[config.mk]
export PLATFORM = sky130hd
export DESIGN_NAME = bcph_regs
export DESIGN_NICKNAME = d
export VERILOG_FILES = /design/src/bcph_pkg.sv /design/src/bcph_route.sv /design/src/bcph_err_gate.sv /design/src/bcph_regs.sv
export SDC_FILE = /design/constraint.sdc
export NUM_CORES = 1
export LEC_CHECK = 0
export ABC_AREA = 1
export BUFFER_PORTS_ARGS = -buffer_cell sky130_fd_sc_hd__buf_2
export CAP_MARGIN = 20
export CORE_MARGIN = 1.5
export CORE_UTILIZATION = 53
export DETAILED_ROUTE_END_ITERATION = 8
export PLACE_DENSITY = 0.84
export SKIP_CTS_REPAIR_TIMING = 1
export SKIP_LAST_GASP = 1
export SYNTH_ARGS = -nofsm -noshare
export SYNTH_HDL_FRONTEND = slang
export SYNTH_HIERARCHICAL = 1
export SYNTH_SLANG_ARGS = --single-unit
[constraint.sdc]
create_clock -name pclk -period 2.85 [get_ports pclk]
set_clock_uncertainty 0.2 [all_clocks]
set_input_delay 0.285 -clock pclk [delete_from_list [all_inputs] [get_ports pclk]]
set_output_delay 0.285 -clock pclk [all_outputs]
set_load 0.02 [all_outputs]
[src/bcph_pkg.sv]
// bridge control and express capability header: shared constants
// assumes a 32-bit apb slave with byte addressing, 12 address bits
package bcph_pkg;

   // ---------------------------------------------------------------
   // register indices and byte addresses (index times four)
   // ---------------------------------------------------------------
   localparam logic [9:0]  IDX_INTR_PIN  = 10'h03D;
   localparam logic [9:0]  IDX_BRIDGE_CONTROL      = 10'h03E;
   localparam logic [9:0]  IDX_CAP       = 10'h040;
   localparam logic [11:0] ADDR_INTR_PIN = {IDX_INTR_PIN, 2'b00};
   localparam logic [11:0] ADDR_BRIDGE_CONTROL     = {IDX_BRIDGE_CONTROL, 2'b00};
   localparam logic [11:0] ADDR_CAP      = {IDX_CAP, 2'b00};
   localparam logic [11:0] ADDR_LOCK     = 12'h200;

   // ---------------------------------------------------------------
   // field positions
   // ---------------------------------------------------------------
   localparam int BRIDGE_CONTROL_PERR  = 0;
   localparam int BRIDGE_CONTROL_SERR  = 1;
   localparam int BRIDGE_CONTROL_ISA   = 2;
   localparam int BRIDGE_CONTROL_VGA   = 3;
   localparam int BRIDGE_CONTROL_VGA16 = 4;
   localparam int BRIDGE_CONTROL_SRST  = 6;
   localparam int CAP_SLOT   = 24;
   localparam int LOCK_BIT   = 0;
   localparam int LOCK_UP    = 1;

   // ---------------------------------------------------------------
   // reset and fixed values
   // ---------------------------------------------------------------
   localparam logic [7:0]  INTR_PIN_RST = 8'h00;
   localparam logic [15:0] BRIDGE_CONTROL_RST     = 16'h0000;
   localparam logic [15:0] BRIDGE_CONTROL_WMASK   = 16'h005F;
   localparam logic [7:0]  CAPABILITY_IDENTIFIER_VAL    = 8'h10;
   localparam logic [7:0]  NXT_PTR_RST  = 8'hC0;
   localparam logic [3:0]  CAP_VER_RST  = 4'h2;
   localparam logic [3:0]  TYPE_UP      = 4'h5;
   localparam logic [3:0]  TYPE_DOWN    = 4'h6;
   localparam logic [4:0]  IMN_VAL      = 5'h00;

   // ---------------------------------------------------------------
   // interrupt pin codes and address decode limits
   // ---------------------------------------------------------------
   localparam logic [7:0]  PIN_NONE = 8'h00;
   localparam logic [7:0]  PIN_INTD = 8'h04;
   localparam logic [31:0] ISA_TOP  = 32'h0000FFFF;
   localparam logic [9:0]  VGA_IO_A_LO = 10'h3B0;
   localparam logic [9:0]  VGA_IO_A_HI = 10'h3BB;
   localparam logic [9:0]  VGA_IO_B_LO = 10'h3C0;
   localparam logic [9:0]  VGA_IO_B_HI = 10'h3DF;
   localparam logic [31:0] VGA_MEM_LO  = 32'h000A0000;
   localparam logic [31:0] VGA_MEM_HI  = 32'h000BFFFF;

   typedef enum logic [1:0] {
      SEV_COR   = 2'h0,
      SEV_NF    = 2'h1,
      SEV_FATAL = 2'h2
   } bcph_sev_t;

   typedef enum logic [1:0] {
      APB_IDLE = 2'h1,
      APB_ACK  = 2'h2
   } bcph_apb_t;

   // byte-lane merge of a write into a word
   function automatic logic [31:0] bcph_merge(input logic [31:0] old,
                                              input logic [31:0] wd,
                                              input logic [3:0]  strb);
      logic [31:0] r;
      r = old;
      for (int i = 0; i < 4; i++) begin
         if (strb[i]) begin
            r[i*8 +: 8] = wd[i*8 +: 8];
         end
      end
      return r;
   endfunction

endpackage

[src/bcph_route.sv]
// bridge control: i/o and vga address routing decode
// assumes the i/o window base and limit come from outside registers
`timescale 1ns/1ns
module bcph_route import bcph_pkg::*; (
   input  wire logic        is_mem,
   input  wire logic [31:0] addr,
   input  wire logic [31:0] win_base,
   input  wire logic [31:0] win_limit,
   input  wire logic        isa_en,
   input  wire logic        vga_en,
   input  wire logic        vga16,
   output logic             fwd_down,
   output logic             fwd_up,
   output logic             fwd_vga
);

   function automatic logic in_range(input logic [31:0] a,
                                     input logic [31:0] lo,
                                     input logic [31:0] hi);
      return (a >= lo) && (a <= hi);
   endfunction

   logic in_win;
   logic isa_zone;
   logic vga_io;

   // ---------------------------------------------------------------
   // decode
   // ---------------------------------------------------------------
   always_comb begin
      in_win   = in_range(addr, win_base, win_limit);
      isa_zone = (addr <= ISA_TOP) && (addr[9:8] != 2'b00);
      vga_io   = in_range({22'h0, addr[9:0]}, {22'h0, VGA_IO_A_LO},
                          {22'h0, VGA_IO_A_HI})
              || in_range({22'h0, addr[9:0]}, {22'h0, VGA_IO_B_LO},
                          {22'h0, VGA_IO_B_HI});
      // upper bits only count in wide decode
      if (vga16 && (addr[31:10] != 22'h0)) begin
         vga_io = 1'b0;
      end
      fwd_up   = !is_mem && in_win && isa_en && isa_zone;
      fwd_down = !is_mem && in_win && !fwd_up;
      // width select only matters behind the enable
      fwd_vga  = vga_en && (is_mem ? in_range(addr, VGA_MEM_LO, VGA_MEM_HI)
                                   : vga_io);
   end

endmodule

[src/bcph_err_gate.sv]
// bridge control: gate for error messages from the secondary side
// assumes command and device-control enables come from other registers
`timescale 1ns/1ns
module bcph_err_gate import bcph_pkg::*; (
   input  wire logic      err_valid,
   input  wire bcph_sev_t err_sev,
   input  wire logic      serr_fwd_en,
   input  wire logic      cmd_serr_en,
   input  wire logic      dev_cor_en,
   input  wire logic      dev_nf_en,
   input  wire logic      dev_fatal_en,
   output logic           fwd
);

   logic sev_en;

   always_comb begin
      case (err_sev)
         SEV_COR:   sev_en = dev_cor_en;
         SEV_NF:    sev_en = dev_nf_en;
         SEV_FATAL: sev_en = dev_fatal_en;
         default:   sev_en = 1'b0;
      endcase
      fwd = err_valid && serr_fwd_en && (cmd_serr_en || sev_en);
   end

endmodule

[src/bcph_regs.sv]
// bridge control and express capability header register bank
// assumes an apb master on pclk and a port-type strap held stable
//
// Function
// - interrupt pin 0 means none, 1 to 4 select INTA to INTD
// - interrupt pin resets to zero
// - error forward enable passes secondary error messages to primary
// - forwarded errors also need command or device control enables
// - isa routing off: whole i/o window goes downstream
// - isa routing on: top 768 bytes per 1-KB below 64 KB go upstream
// - vga routing enable forwards vga addresses downstream
// - vga width select matters only while vga routing is enabled
// - width select 0 decodes 10 bits, 1 decodes all 32 address bits
// - setting the reset bit drives a secondary bus reset
// - parity error response bit is plain read-write, resets zero
// - capability identifier reads 0x10
// - next pointer is lockable writable, resets to 0xC0
// - capability version is lockable writable, resets to 0x2
// - port type reads 0x5 upstream, 0x6 downstream
// - slot bit resets zero and stays zero on the upstream port
// - interrupt message number reads zero
`timescale 1ns/1ns
module bcph_regs import bcph_pkg::*; (
   input  wire logic        pclk,
   input  wire logic        presetn,
   input  wire logic [11:0] paddr,
   input  wire logic        psel,
   input  wire logic        penable,
   input  wire logic        pwrite,
   input  wire logic [31:0] pwdata,
   input  wire logic [3:0]  pstrb,
   output logic      [31:0] prdata,
   output logic             pready,
   output logic             pslverr,
   input  wire logic        upstream_port,
   input  wire logic [31:0] io_win_base,
   input  wire logic [31:0] io_win_limit,
   input  wire logic        req_valid,
   input  wire logic        req_is_mem,
   input  wire logic [31:0] req_addr,
   output logic             route_valid,
   output logic             route_down,
   output logic             route_up,
   output logic             route_vga,
   input  wire logic        err_in_valid,
   input  wire bcph_sev_t   err_in_sev,
   input  wire logic        cmd_serr_enable,
   input  wire logic        devctl_cor_enable,
   input  wire logic        devctl_nonfatal_enable,
   input  wire logic        devctl_fatal_enable,
   output logic             err_out_valid,
   output bcph_sev_t        err_out_sev,
   output logic             sec_reset_upstream,
   output logic             sec_reset_downstream,
   output logic      [3:0]  intx_select
);

   bcph_apb_t   state;
   logic [7:0]  intr_pin;
   logic [15:0] bridge_control;
   logic [7:0]  nxt_ptr;
   logic [3:0]  cap_ver;
   logic        slot;
   logic        lock;
   logic        upstream_q;
   logic        strap_taken;
   logic [3:0]  port_type;
   logic [31:0] cap_word;
   logic [31:0] next_prdata;
   logic        next_pslverr;
   logic [31:0] pin_merged;
   logic [31:0] bridge_control_merged;
   logic [31:0] cap_merged;
   logic [31:0] lock_merged;
   logic        setup;
   logic        wr_en;
   logic        dec_down;
   logic        dec_up;
   logic        dec_vga;
   logic        err_fwd;

   // ---------------------------------------------------------------
   // apb handshake
   // ---------------------------------------------------------------
   assign setup = psel && !penable;
   assign wr_en = psel && penable && pready && pwrite;

   always_ff @(posedge pclk or negedge presetn) begin
      if (!presetn) begin
         state  <= APB_IDLE;
         pready <= 1'b0;
      end else begin
         case (state)
            APB_IDLE: begin
               if (setup) begin
                  state  <= APB_ACK;
                  pready <= 1'b1;
               end
            end
            APB_ACK: begin
               state  <= APB_IDLE;
               pready <= 1'b0;
            end
            default: begin
               state  <= APB_IDLE;
               pready <= 1'b0;
            end
         endcase
      end
   end

   // ---------------------------------------------------------------
   // port type strap, caught once after reset release
   // ---------------------------------------------------------------
   always_ff @(posedge pclk or negedge presetn) begin
      if (!presetn) begin
         upstream_q  <= 1'b0;
         strap_taken <= 1'b0;
      end else if (!strap_taken) begin
         upstream_q  <= upstream_port;
         strap_taken <= 1'b1;
      end
   end

   assign port_type = upstream_q ? TYPE_UP : TYPE_DOWN;
   assign cap_word  = {2'b00, IMN_VAL, slot, port_type,
                       cap_ver, nxt_ptr, CAPABILITY_IDENTIFIER_VAL};

   // ---------------------------------------------------------------
   // write merge
   // ---------------------------------------------------------------
   always_comb begin
      pin_merged  = bcph_merge({24'h0, intr_pin}, pwdata, pstrb);
      bridge_control_merged = bcph_merge({16'h0, bridge_control}, pwdata, pstrb);
      cap_merged  = bcph_merge(cap_word, pwdata, pstrb);
      lock_merged = bcph_merge({31'h0, lock}, pwdata, pstrb);
   end

   // ---------------------------------------------------------------
   // interrupt pin select
   // ---------------------------------------------------------------
   always_ff @(posedge pclk or negedge presetn) begin
      if (!presetn) begin
         intr_pin <= INTR_PIN_RST;
      end else if (wr_en && paddr == ADDR_INTR_PIN && !lock) begin
         intr_pin <= pin_merged[7:0];
      end
   end

   // legacy line chosen by the pin code, nothing above INTD
   always_ff @(posedge pclk or negedge presetn) begin
      if (!presetn) begin
         intx_select <= 4'h0;
      end else if (intr_pin == PIN_NONE || intr_pin > PIN_INTD) begin
         intx_select <= 4'h0;
      end else begin
         intx_select <= 4'h1 << (intr_pin[1:0] - 2'd1);
      end
   end

   // ---------------------------------------------------------------
   // bridge control
   // ---------------------------------------------------------------
   always_ff @(posedge pclk or negedge presetn) begin
      if (!presetn) begin
         bridge_control <= BRIDGE_CONTROL_RST;
      end else if (wr_en && paddr == ADDR_BRIDGE_CONTROL) begin
         bridge_control <= bridge_control_merged[15:0] & BRIDGE_CONTROL_WMASK;
      end
   end

   // secondary bus reset held while the trigger bit is set
   always_ff @(posedge pclk or negedge presetn) begin
      if (!presetn) begin
         sec_reset_upstream   <= 1'b0;
         sec_reset_downstream <= 1'b0;
      end else begin
         sec_reset_upstream   <= bridge_control[BRIDGE_CONTROL_SRST] && upstream_q;
         sec_reset_downstream <= bridge_control[BRIDGE_CONTROL_SRST] && !upstream_q;
      end
   end

   // ---------------------------------------------------------------
   // capability header and lock
   // ---------------------------------------------------------------
   always_ff @(posedge pclk or negedge presetn) begin
      if (!presetn) begin
         nxt_ptr <= NXT_PTR_RST;
         cap_ver <= CAP_VER_RST;
         slot    <= 1'b0;
      end else begin
         if (wr_en && paddr == ADDR_CAP && !lock) begin
            nxt_ptr <= cap_merged[15:8];
            cap_ver <= cap_merged[19:16];
            slot    <= cap_merged[CAP_SLOT] && !upstream_q;
         end
         if (upstream_q) begin
            slot <= 1'b0;
         end
      end
   end

   always_ff @(posedge pclk or negedge presetn) begin
      if (!presetn) begin
         lock <= 1'b0;
      end else if (wr_en && paddr == ADDR_LOCK) begin
         lock <= lock_merged[LOCK_BIT];
      end
   end

   // ---------------------------------------------------------------
   // read data
   // ---------------------------------------------------------------
   always_comb begin
      next_prdata  = 32'h0;
      next_pslverr = 1'b0;
      case (paddr)
         ADDR_INTR_PIN: next_prdata = {24'h0, intr_pin};
         ADDR_BRIDGE_CONTROL:     next_prdata = {16'h0, bridge_control};
         ADDR_CAP:      next_prdata = cap_word;
         ADDR_LOCK:     next_prdata = {30'h0, upstream_q, lock};
         default:       next_pslverr = 1'b1;
      endcase
   end

   always_ff @(posedge pclk or negedge presetn) begin
      if (!presetn) begin
         prdata  <= 32'h0;
         pslverr <= 1'b0;
      end else if (setup) begin
         prdata  <= pwrite ? 32'h0 : next_prdata;
         pslverr <= next_pslverr;
      end else begin
         prdata  <= 32'h0;
         pslverr <= 1'b0;
      end
   end

   // ---------------------------------------------------------------
   // address routing
   // ---------------------------------------------------------------
   bcph_route u_route (
      .is_mem    (req_is_mem),
      .addr      (req_addr),
      .win_base  (io_win_base),
      .win_limit (io_win_limit),
      .isa_en    (bridge_control[BRIDGE_CONTROL_ISA]),
      .vga_en    (bridge_control[BRIDGE_CONTROL_VGA]),
      .vga16     (bridge_control[BRIDGE_CONTROL_VGA16]),
      .fwd_down  (dec_down),
      .fwd_up    (dec_up),
      .fwd_vga   (dec_vga)
   );

   always_ff @(posedge pclk or negedge presetn) begin
      if (!presetn) begin
         route_valid <= 1'b0;
         route_down  <= 1'b0;
         route_up    <= 1'b0;
         route_vga   <= 1'b0;
      end else begin
         route_valid <= req_valid;
         route_down  <= req_valid && dec_down;
         route_up    <= req_valid && dec_up;
         route_vga   <= req_valid && dec_vga;
      end
   end

   // ---------------------------------------------------------------
   // error forwarding
   // ---------------------------------------------------------------
   bcph_err_gate u_err (
      .err_valid    (err_in_valid),
      .err_sev      (err_in_sev),
      .serr_fwd_en  (bridge_control[BRIDGE_CONTROL_SERR]),
      .cmd_serr_en  (cmd_serr_enable),
      .dev_cor_en   (devctl_cor_enable),
      .dev_nf_en    (devctl_nonfatal_enable),
      .dev_fatal_en (devctl_fatal_enable),
      .fwd          (err_fwd)
   );

   always_ff @(posedge pclk or negedge presetn) begin
      if (!presetn) begin
         err_out_valid <= 1'b0;
         err_out_sev   <= SEV_COR;
      end else begin
         err_out_valid <= err_fwd;
         err_out_sev   <= err_in_sev;
      end
   end
endmodule

# Yosys cells after proc, flatten, opt, wreduce, memory -nomap -nowiden
# Index checks and enable logic that the tools add are counted.
word_totals:
  reg_bits: 79
  inputBits: 159
  output_inout_bits: 47
  wordCells: 106
classes:
  add_sub_neg: 1
  magnitude_cmp: 10
  n_eq_ne: 8
  n_shift: 1
  mux: 17
  reduce_logical: 48
op_table:
  columns: ["op", "count"]
  rows:
  - ["$pmux W25 S4", 1]
  - ["$mux W32", 2]
  - ["$ge A32 B20 Y1 const B", 1]
  - ["$ge A32 B32 Y1", 1]
  - ["$le A32 B16 Y1 const B", 1]
  - ["$le A32 B20 Y1 const B", 1]
  - ["$le A32 B32 Y1", 1]
  - ["$logic_and A1 B1 Y1", 29]
  - ["$eq A12 B8 Y1 const B", 2]
  - ["$reduce_bool A22 Y1", 1]
  - ["$ge A10 B10 Y1 const B", 2]
  - ["$le A10 B10 Y1 const B", 2]
  - ["$eq A12 B10 Y1 const B", 1]
  - ["$eq A12 B9 Y1 const B", 1]
  - ["$reduce_and A2 Y1", 5]
  - ["$mux W1", 9]
  - ["$gt A8 B3 Y1 const B", 1]
  - ["$logic_not A8 Y1", 1]
  - ["$mux W2", 3]
  - ["$logic_not A1 Y1", 5]
  - ["$eq A2 B1 Y1 const B", 2]
  - ["$mux W4", 1]
  - ["$reduce_bool A2 Y1", 2]
  - ["$reduce_or A4 Y1", 1]
  - ["other kinds (7)", 9]

# Logic depth before layout (Yosys ltp)
# Gate-level depths: netlist (run 1).
logic_depth:
  word_depth: 8
  depth_mapped: 17
  mapped_depth_nobuf: 17

# Modules after synthesis
# The synthesis (run 1) kept the hierarchy.
by_module_without_submodules:
  columns: ["mod", "instances", "cells_each", "area_each_um2", "seq_area_each_um2"]
  rows:
  - ["bcph_regs", 1, 323, 3141.8, 1756.7]
  - ["bcph_route", 1, 308, 1861.8, 0.0]
  - ["bcph_err_gate", 1, 12, 47.5, 0.0]

# Worst setup path before layout (run 1)
# OpenSTA, ideal clock, no wires.
synth_path:
  path_type: "input -> register"
  start: "in io_win_limit[31]"
  end: "reg route_up"
  setup_ns: 0.113
  arrival_time_ns: 1.368
  required_time_ns: 2.537
  slack_ns: 1.170
  path_stages: 13
  n_path_buf: 0
  path_cell_list: "inv_1 -> ha_1 -> nand2_2 -> nor2_4 -> nand4_2 -> nor3b_2 -> nand2_1 -> nand2_1 -> nand2_1 -> nand2_1 -> nor2_1 -> nand2_1 -> inv_1"
synth_via:
  elab_chain_cells: 6
synth_rtl:
  columns: ["item", "line", "source"]
  rows:
  - ["start, declared", "bcph_regs.sv:37", "input wire logic [31:0] io_win_limit,"]
  - ["$le A32 B32 Y1", "bcph_route.sv:20", "return (a >= lo) && (a <= hi);"]
  - ["$logic_and A1 B1 Y1", "bcph_route.sv:20", null]
  - ["$logic_and A1 B1 Y1 (3 in series)", "bcph_route.sv:41", "fwd_up = !is_mem && in_win && isa_en && isa_zone;"]
  - ["via dec_up", "bcph_regs.sv:78", "logic dec_up;"]
  - ["$logic_and A1 B1 Y1", "bcph_regs.sv:264", "route_up <= req_valid && dec_up;"]
  - ["end signal, assigned", "bcph_regs.sv:264", null]
  - ["end, declared", "bcph_regs.sv:43", "output logic route_up,"]
# The timed path passes the listed nets, and every way through them passes these cells.
# A chain may end at the register's enable or synchronous reset.

# Final worst setup path (run 1)
layout_path:
  start: "reg pready"
  end: "reg cap_ver[1]"
layout_via:
  elab_chain_cells: 5
layout_rtl:
  columns: ["item", "line", "source"]
  rows:
  - ["start, declared", "bcph_regs.sv:33", "output logic pready,"]
  - ["start signal, assigned", "bcph_regs.sv:91", "pready <= 1'b0;"]
  - ["start signal, assigned", "bcph_regs.sv:97", "pready <= 1'b1;"]
  - ["start signal, assigned", "bcph_regs.sv:102", "pready <= 1'b0;"]
  - ["$logic_and A1 B1 Y1 (2 in series)", "bcph_regs.sv:86", "assign wr_en = psel && penable && pready && pwrite;"]
  - ["$logic_and A1 B1 Y1 (2 in series)", "bcph_regs.sv:192", "if (wr_en && paddr == ADDR_CAP && !lock) begin"]
  - ["$reduce_and A2 Y1 (no source line)", null, null]
  - ["end signal, assigned", "bcph_regs.sv:194", "cap_ver <= cap_merged[19:16];"]
  - ["end, declared", "bcph_regs.sv:62", "logic [3:0] cap_ver;"]
# No other way between the ends.

==> run summary, run 1 <==
The kind of start point of the critical path was a flop. Summing all flip-flop and latch instances after layout gives 0.00176 mm². The synthesized netlist contains 36 unique library cells.

Endpoint of the most critical setup path: cap_ver[1]. The total power was 2.34 mW; the total via count after detailed routing was 4674. TritonCTS built the clock tree.

A synthesized cell averages 7.86 µm². The switching power is 0.638 mW. The number of cells on the critical path was 7; the area growth from synthesis to final layout was 28.3%. The routed design has 11800 µm of wire. The total routing resource utilization after global routing is 22.9%, and the yosys synthesis warning count is 6. The critical path goes through nand2_1 -> nor2_4 -> nand2_4 -> nor2_8 -> nand3_1 -> dlygate4sd3_1 -> nand2_1. The number of primary I/O pins was 206; the post-route core utilization was 70.1%. Among all flip-flop cells after synthesis, the most frequent one is sky130_fd_sc_hd__dfrtp_1. The logs give 0.0101 mm² for the die area and 0.230 mV for the maximum ir drop on the vdd rail.

The actual transition at the worst max-transition pin is 0.500 ns, and the maximum clock path buffer count is 2. Number of detailed-route iterations in the first pass: 4. Clock-pin slew was measured on the worst setup and hold paths at 0.08 ns. The final cycle utilization of the critical path works out to 69.0%. The logs give -0.0184 ns for the worst hold slack and 0.36 ns for the worst-skew pair later-pin latency. The worst path needs 1.97 ns of the cycle, external delays included.

The synthesized netlist occupies a cell area of 0.00505 mm². The checks that failed: hold timing. The fraction of power spent switching nets is 27.3%. The run gives 0 as the count of pins over their slew limit. The tools report the critical path startpoint as pready. Per report_power, the combinational group accounts for 19.4% of the total. Signal arrival time at the worst endpoint: 2.08 ns.

The tools report the antenna diode instance count as 0. For the worst flop-to-flop path, the logic depth is 7. The cell repeated most along the worst path is sky130_fd_sc_hd__nand2_1.

The total number of nets in the final design came out at 1078. The detail route stage leaves a number of antenna-violating nets equal to 0. Top cell family by delay on the critical path: simple AND/OR/NAND/NOR gates. In the routed layout, each cell is associated on average with a via count of 4.73. Internal power comes to 1.70 mW. Measured against its own limit, the worst slew margin works out to 66.7%. Summed over all nets, the half-perimeter wirelength after detailed placement is 9200 µm.

TritonCTS created 9 clock buffers. Entering global routing, the biggest net connects 29 pins. The worst register-to-register path ends at cap_ver[1]. After synthesis, the share of flip-flops with an asynchronous set or reset is 100%. In this run the core area contains 35 standard-cell rows.

The count of buffer and inverter cells on the critical path works out to 1. The first global-routing pass estimated 18400 µm of wire. The logs give 34.8% for the share of synthesized area occupied by flip-flops and latches and 54.7% for the initial core utilization.

Critical-path cell with the highest stage delay: sky130_fd_sc_hd__dlygate4sd3_1. In this run the worst hold path is classified as in -> reg. The run finished, with violations left. The initial detailed-routing violation count was 159. For this design the ratio of total power to cell area is 361 mW/mm². The endpoint required time on the critical path is 2.96 ns, and the sum of negative setup slack is 0 ns. The clock drives 70 sinks. The number of design rule violations left after detail routing was 0. The setup path with the least slack is of type reg -> reg. The tools report the setup-violating endpoint count in the final report as 0.

The count of flip-flops with a built-in enable after synthesis was 0. The worst register-to-register path has a setup slack of 0.88 ns. The core region is 0.00924 mm². The largest single stage delay on the critical path is 0.61 ns.

Of all nets on the critical path, the largest fanout is 14. Registers are responsible for 43.1% of the overall power. The number of maximum-capacitance constraint violations came out at 0. Synthesis produced a netlist whose cell count is 643. The worst setup path is captured at a flop.

The tools report the area of the multi-input gates as 0.00267 mm². The clock power share is 37.5%. Derived from the worst setup path, the maximum achievable clock frequency is 508 MHz. The count of endpoints failing hold in the final timing report is 3. The root buffer cell chosen for the clock tree is sky130_fd_sc_hd__clkbuf_8. The filler cells instantiated in the layout total 742. The number of global-route vias before repair came out at 4350.

The vertical die dimension is 101 µm, and the die outline width is 101 µm. Setup repair after global routing left no endpoint under its margin. For this design the static power due to leakage is 3.86 nW. The H-tree was split into 3 levels. The register bit total from synthesis came out at 70. The startpoint identified for the worst register-to-register timing path is pready. For this run the aggregate overflow at the end of global routing stands at 0. The final estimated routing congestion in global placement is 0.841, and the quantity of I/O buffers inserted on ports is 186. Final routed wire length divided by cell count: 11.9 µm. The post-route netlist has 30.9% of its cells at a drive strength greater than 1.

The initial antenna violation count is 0.
## worst reg2reg max path, delay by kind of cell, from the launching register on
| family | cells | cell delay (ns) |
|---|---|---|
| flip-flops | 1 | 0.36 |
| AND/OR/NAND/NOR | 6 | 0.76 |
| buffers and inverters | 1 | 0.61 |
## worst min-delay path by stage
stage / start / endpoint / slack [ns] / depth (start not counted)
finish: penable / state[0] / -0.02 / 3
global route: upstream_port / upstream_q / -0.004 / 3
CTS: presetn / prdata[0] / -0.31 / 1
global placement: presetn / prdata[6] / 0.07 / 1
detailed placement: presetn / prdata[2] / 0.08 / 1
floorplan: presetn / bridge_control[0] / -0.21 / 0
## cell usage after synthesis (2+ instances only)
| master | n | area share (%) |
|---|---|---|
| sky130_fd_sc_hd__a21oi_1 | 35 | 3.5 |
| sky130_fd_sc_hd__nor2_2 | 5 | 0.62 |
| sky130_fd_sc_hd__inv_1 | 137 | 10 |
| sky130_fd_sc_hd__nand2_1 | 133 | 9.9 |
| sky130_fd_sc_hd__nor2_8 | 4 | 1.6 |
| sky130_fd_sc_hd__nand2_2 | 7 | 0.87 |
| sky130_fd_sc_hd__nand4_1 | 11 | 1.4 |
| sky130_fd_sc_hd__nor4_1 | 4 | 0.50 |
| sky130_fd_sc_hd__a21oi_2 | 2 | 0.35 |
| sky130_fd_sc_hd__dfrtp_1 | 66 | 33 |
| sky130_fd_sc_hd__nand3_2 | 2 | 0.40 |
| sky130_fd_sc_hd__nor3_1 | 6 | 0.59 |
| sky130_fd_sc_hd__o21a_1 | 4 | 0.59 |
| sky130_fd_sc_hd__o21ai_0 | 13 | 1.3 |
| sky130_fd_sc_hd__conb_1 | 2 | 0.15 |
| sky130_fd_sc_hd__nand3_1 | 27 | 2.7 |
| sky130_fd_sc_hd__nor2_4 | 15 | 3.3 |
| sky130_fd_sc_hd__buf_6 | 2 | 0.45 |
| sky130_fd_sc_hd__nand2_4 | 2 | 0.45 |
| sky130_fd_sc_hd__inv_2 | 5 | 0.37 |
| sky130_fd_sc_hd__nor2_1 | 59 | 4.4 |
| sky130_fd_sc_hd__o21ai_2 | 14 | 2.4 |
| sky130_fd_sc_hd__buf_4 | 9 | 1.3 |
| sky130_fd_sc_hd__ha_1 | 64 | 16 |
| sky130_fd_sc_hd__dfstp_2 | 4 | 2.1 |
## cell usage in the layout (no fill, tap or decap), drive strengths merged, types with 2 or more instances in the layout
cell type / instances
nand4: 12
dlygate4sd3: 19
bufinv: 2
o21a: 4
nand2: 142
conb: 9
nor4: 4
nor2: 83
dfrtp: 66
o21ai: 28
buf: 188
dfstp: 4
a21oi: 37
ha: 64
nand3: 30
inv: 143
nor3: 6
clkbuf: 11
clkinvlp: 2
## power by group through the flow
stage	Clock [mW]	Sequential [mW]	Combinational, mW
final	0.876	1.01	0.452
after global routing	0.925	1.01	0.521
after CTS	0.881	1.01	0.434
after detailed placement	0	1.03	0.431
after global placement	0	1.03	0.420
after floorplan	0	1.03	0.238
## sequential cells by signal, indices dropped and copies added, names as in the netlist
signal                cells
intx_select               4
bridge_control            6
sec_reset_downstream      1
cap_ver                   4
route_up                  1
state                     1
slot                      1
sec_reset_upstream        1
err_out_valid             1
pslverr                   1
nxt_ptr                   8
route_vga                 1
intr_pin                  8
prdata                   24
pready                    1
route_valid               1
lock                      1
err_out_sev               2
upstream_q                1
route_down                1
strap_taken               1
## logic make-up after synthesis
kind of cell | count (synthesis) | share of synthesized area, %
other | 2 | 0.149
buffers and inverters | 156 | 12.9
AOI/OAI and AO/OA | 71 | 8.55
and+or+nand+nor | 279 | 27.6
adders and majority gates | 64 | 15.9
muxes | 1 | 0.198
DFF | 70 | 34.8
## metrics by stage
stage                     worst slack [ns]  hold slack [ns]  cell area [µm²]  std cells
after floorplan                       1.17           -0.211             5080        650
after global placement               0.949           0.0724             6070        954
after detailed placement             0.891           0.0789             6070        954
after CTS                             1.17           -0.309             6290        970
after global routing                 0.802         -0.00384             6480        989
final                                0.882          -0.0184             6480        989
## per-layer routing
metal,vias to the layer above,GRT usage (%),part of all wire (%)
li1,2411,-,-
met1,2040,26.2,41
met2,186,40.7,49
met3,37,6.03,6.8
met4,0,9.10,3.4
met5,-,0,0
## cell type report
cell class,instances,area share [%]
sequential,70,27.1
inverter,143,8.32
timing repair buffer,207,17.5
multi-input combinational,424,41.2
clock buffer,11,2.03
tap,129,2.49
clock inverter,5,1.29
Note: power is estimated with default switching activity, not from simulation.
==> inputs of run 2 (changes only) <==
--- a/config.mk
+++ b/config.mk
@@ -9,9 +9,9 @@
 export BUFFER_PORTS_ARGS = -buffer_cell sky130_fd_sc_hd__buf_2
 export CAP_MARGIN = 20
 export CORE_MARGIN = 1.5
-export CORE_UTILIZATION = 53
+export CORE_UTILIZATION = 49
 export DETAILED_ROUTE_END_ITERATION = 8
-export PLACE_DENSITY = 0.84
+export PLACE_DENSITY = 0.78
 export SKIP_CTS_REPAIR_TIMING = 1
 export SKIP_LAST_GASP = 1
 export SYNTH_ARGS = -nofsm -noshare
==> constraint.sdc (replaced) <==
create_clock -name pclk -period 1.9 [get_ports pclk]
set_clock_uncertainty 0.2 [all_clocks]
set_input_delay 0.19 -clock pclk [delete_from_list [all_inputs] [get_ports pclk]]
set_output_delay 0.19 -clock pclk [all_outputs]
set_load 0.02 [all_outputs]
==> run summary, run 2 (synthesis results as in run 1) <==
The tools report the total routing resource utilization after global routing as 22.9%. The first detailed-routing pass ran for 4 iterations. The clock passes through at most 2 buffers. After detailed routing, the total wire length is 12300 µm. The largest registers in the layout are prdata x24, intr_pin x8, nxt_ptr x8. Timing analysis after detailed placement gives a worst setup slack of 0.0670 ns.

For the number of primary I/O pins, the log shows 206. Buffers placed on the I/O ports in this run total 186. Register containing the most flip-flops in the final layout: prdata. Based on the critical path, the design can be clocked at up to 611 MHz. Counting both buffers and inverters, the worst setup path holds a total of 0. After the last flow step, the layout net total stands at 1091. Most common cell after layout, fill and taps aside: sky130_fd_sc_hd__buf_2. For this configuration, the core starts out at a cell density of 51.2%. The tree is rooted in a sky130_fd_sc_hd__clkbuf_8. Kind of start point of the critical path: a flop.

The static power due to leakage is 3.94 nW. The die covers 0.0109 mm². Once detailed placement completed, the half-perimeter wirelength came to 9670 µm. Measured along the y axis, the die boundary spans 105 µm.

The die outline width is 105 µm, and the number of design rule violations left after detail routing is 0. After the first detailed-routing iteration, the DRC count stood at 253. Clock tree synthesis inserted a total of 9 buffers. Clock latency on the worst-skew pair, taken at its later pin, is 0.35 ns. The tightest min-delay check is of the in -> reg type. The signal arrival time at the worst endpoint is 1.67 ns, and the clock period minus final worst setup slack is 1.64 ns.

Via density per instance: 4.74. The detail route stage leaves a number of antenna-violating nets equal to 0. Antenna diode instance count: 0. The tools report the final estimated routing congestion in global placement as 0.844. The final critical path takes up 86.2% of the cycle. The setup-violating endpoint count in the final report is 0, and the layout cell share with drive strength beyond 1 is 30.6%. The run gives 4655 as the number of global-route vias before repair.

The number of flip-flops in the largest register came out at 24. After routing, the total negative slack on setup checks comes to 0 ns. The number of maximum-capacitance constraint violations was 0; the final routed wire length divided by cell count was 12.2 µm. For the initial antenna violation count, the log shows 0. The highest cell delay on the worst timing path was 0.36 ns. Setup repair after global routing left no endpoint under its margin. The tools report the count of endpoints failing hold in the final timing report as 0. STA classifies the critical path endpoint as a flop.

The run gives 0 as the count of pins over their slew limit. The row count is 36. The H-tree generated during clock tree synthesis spans 3 levels. The wire length of the first global-routing pass came out at 20300 µm. In the layout the commonest cells are sky130_fd_sc_hd__buf_2, sky130_fd_sc_hd__inv_1, sky130_fd_sc_hd__nand2_1, sky130_fd_sc_hd__dfrtp_1, sky130_fd_sc_hd__ha_1. The flow ran to the end, and the final reports show no timing, DRC or antenna violations.

The critical-path cell with the highest stage delay is sky130_fd_sc_hd__dfrtp_1. The total core area was 0.00986 mm². For this design the ratio of total power to cell area is 541 mW/mm². The largest fanout of any net on the critical path works out to 12. Relative to the synthesized area, the layout overhead comes to 31.6%.

TritonCTS built the clock tree. Setup slack on the critical path of the routed design comes to 0.263 ns. Summed over all layers, the global routing overflow is 0. The detailed router placed 4766 vias in this run. Entering global routing, the biggest net connects 71 pins. Clock-pin slew was measured on the worst setup and hold paths at 0.07 ns.

The total clock sinks is 70. Among the stages of the critical path, the cell type that occurs most often is sky130_fd_sc_hd__nand2_1. Traced cell by cell, the critical path runs through nand2_1 -> nor3_1 -> nand3_2 -> nand2_1 -> o21ai_2. For the worst setup path, the data required time is 1.93 ns.

The kind of cell with the highest combined delay along the critical path is simple AND/OR/NAND/NOR gates. The worst setup path is of the reg -> reg kind. The maximum ir drop on the vdd rail was 0.454 mV.
## run 2: changes by cell type in the layout (fill, tap and decap cells not counted)
cell,previous run,this run
sky130_fd_sc_hd__clkbuf_8,9,11
sky130_fd_sc_hd__clkbuf_1,2,0
sky130_fd_sc_hd__clkinvlp_4,2,1
sky130_fd_sc_hd__buf_12,0,1
sky130_fd_sc_hd__clkinv_2,0,1
sky130_fd_sc_hd__dlygate4sd3_1,19,33
sky130_fd_sc_hd__buf_4,2,0
## run 2: final timing paths
path,slack [ns],depth (start not counted),to,start
setup / recovery,0.26,5,bridge_control[4],pready
hold / removal,0.007,6,route_down,req_is_mem
setup reg to reg,0.26,5,bridge_control[4],pready
hold reg to reg,0.26,1,upstream_q,strap_taken
max in group asynchronous,0.97,3,nxt_ptr[6],presetn
min in group asynchronous,0.20,3,prdata[2],presetn
## run 2: metal layers
metal / vias up / GRT usage, % / share of wire (%)
met5: - / 0 / 0
met4: 0 / 9.03 / 2.3
met3: 20 / 4.55 / 6.0
met2: 179 / 41.0 / 51
met1: 2134 / 26.7 / 41
li1: 2433 / - / -
## run 2: where the power goes
group	switching, mW	leakage, nW	total, mW	internal [mW]
logic	0.391	2.88	0.716	0.325
clock network	0.560	0.116	1.37	0.810
registers	0.00858	0.939	1.51	1.50
total	0.959	3.94	3.60	2.64
## run 2: area by class of cell
| type | instances | area, µm² |
|---|---|---|
| inverters | 143 | 539 |
| fillers | 796 | 3220 |
| well taps | 133 | 166 |
| repair buffers | 220 | 1280 |
| clock buffers | 11 | 151 |
| flip-flops and latches | 70 | 1760 |
| multi-input cells | 424 | 2670 |
| clock inverters | 5 | 81.3 |
## run 2: worst min-delay path: cells and delay by family
kind / cells / cell delay [ns]
compound gates: 1 / 0.03
buf+inv: 2 / 0.13
simple gates: 3 / 0.17
## run 2: through the flow
| step | util [%] | area [µm²] | hold WS, ns | instances | power (mW) |
|---|---|---|---|---|---|
| 5_1_grt | 67.4 | 6650 | 0.0219 | 1006 | 3.78 |
| 6_report | 67.4 | 6650 | 0.00713 | 1006 | 3.60 |
| 3_5_place_dp | 61.7 | 6080 | 0.0377 | 957 | 2.20 |
| 3_3_place_gp | 61.7 | 6080 | 0.0336 | 957 | 2.17 |
| 2_1_floorplan | - | 5080 | -0.306 | 650 | 1.91 |
| 4_1_cts | 64.0 | 6320 | -0.340 | 973 | 3.57 |
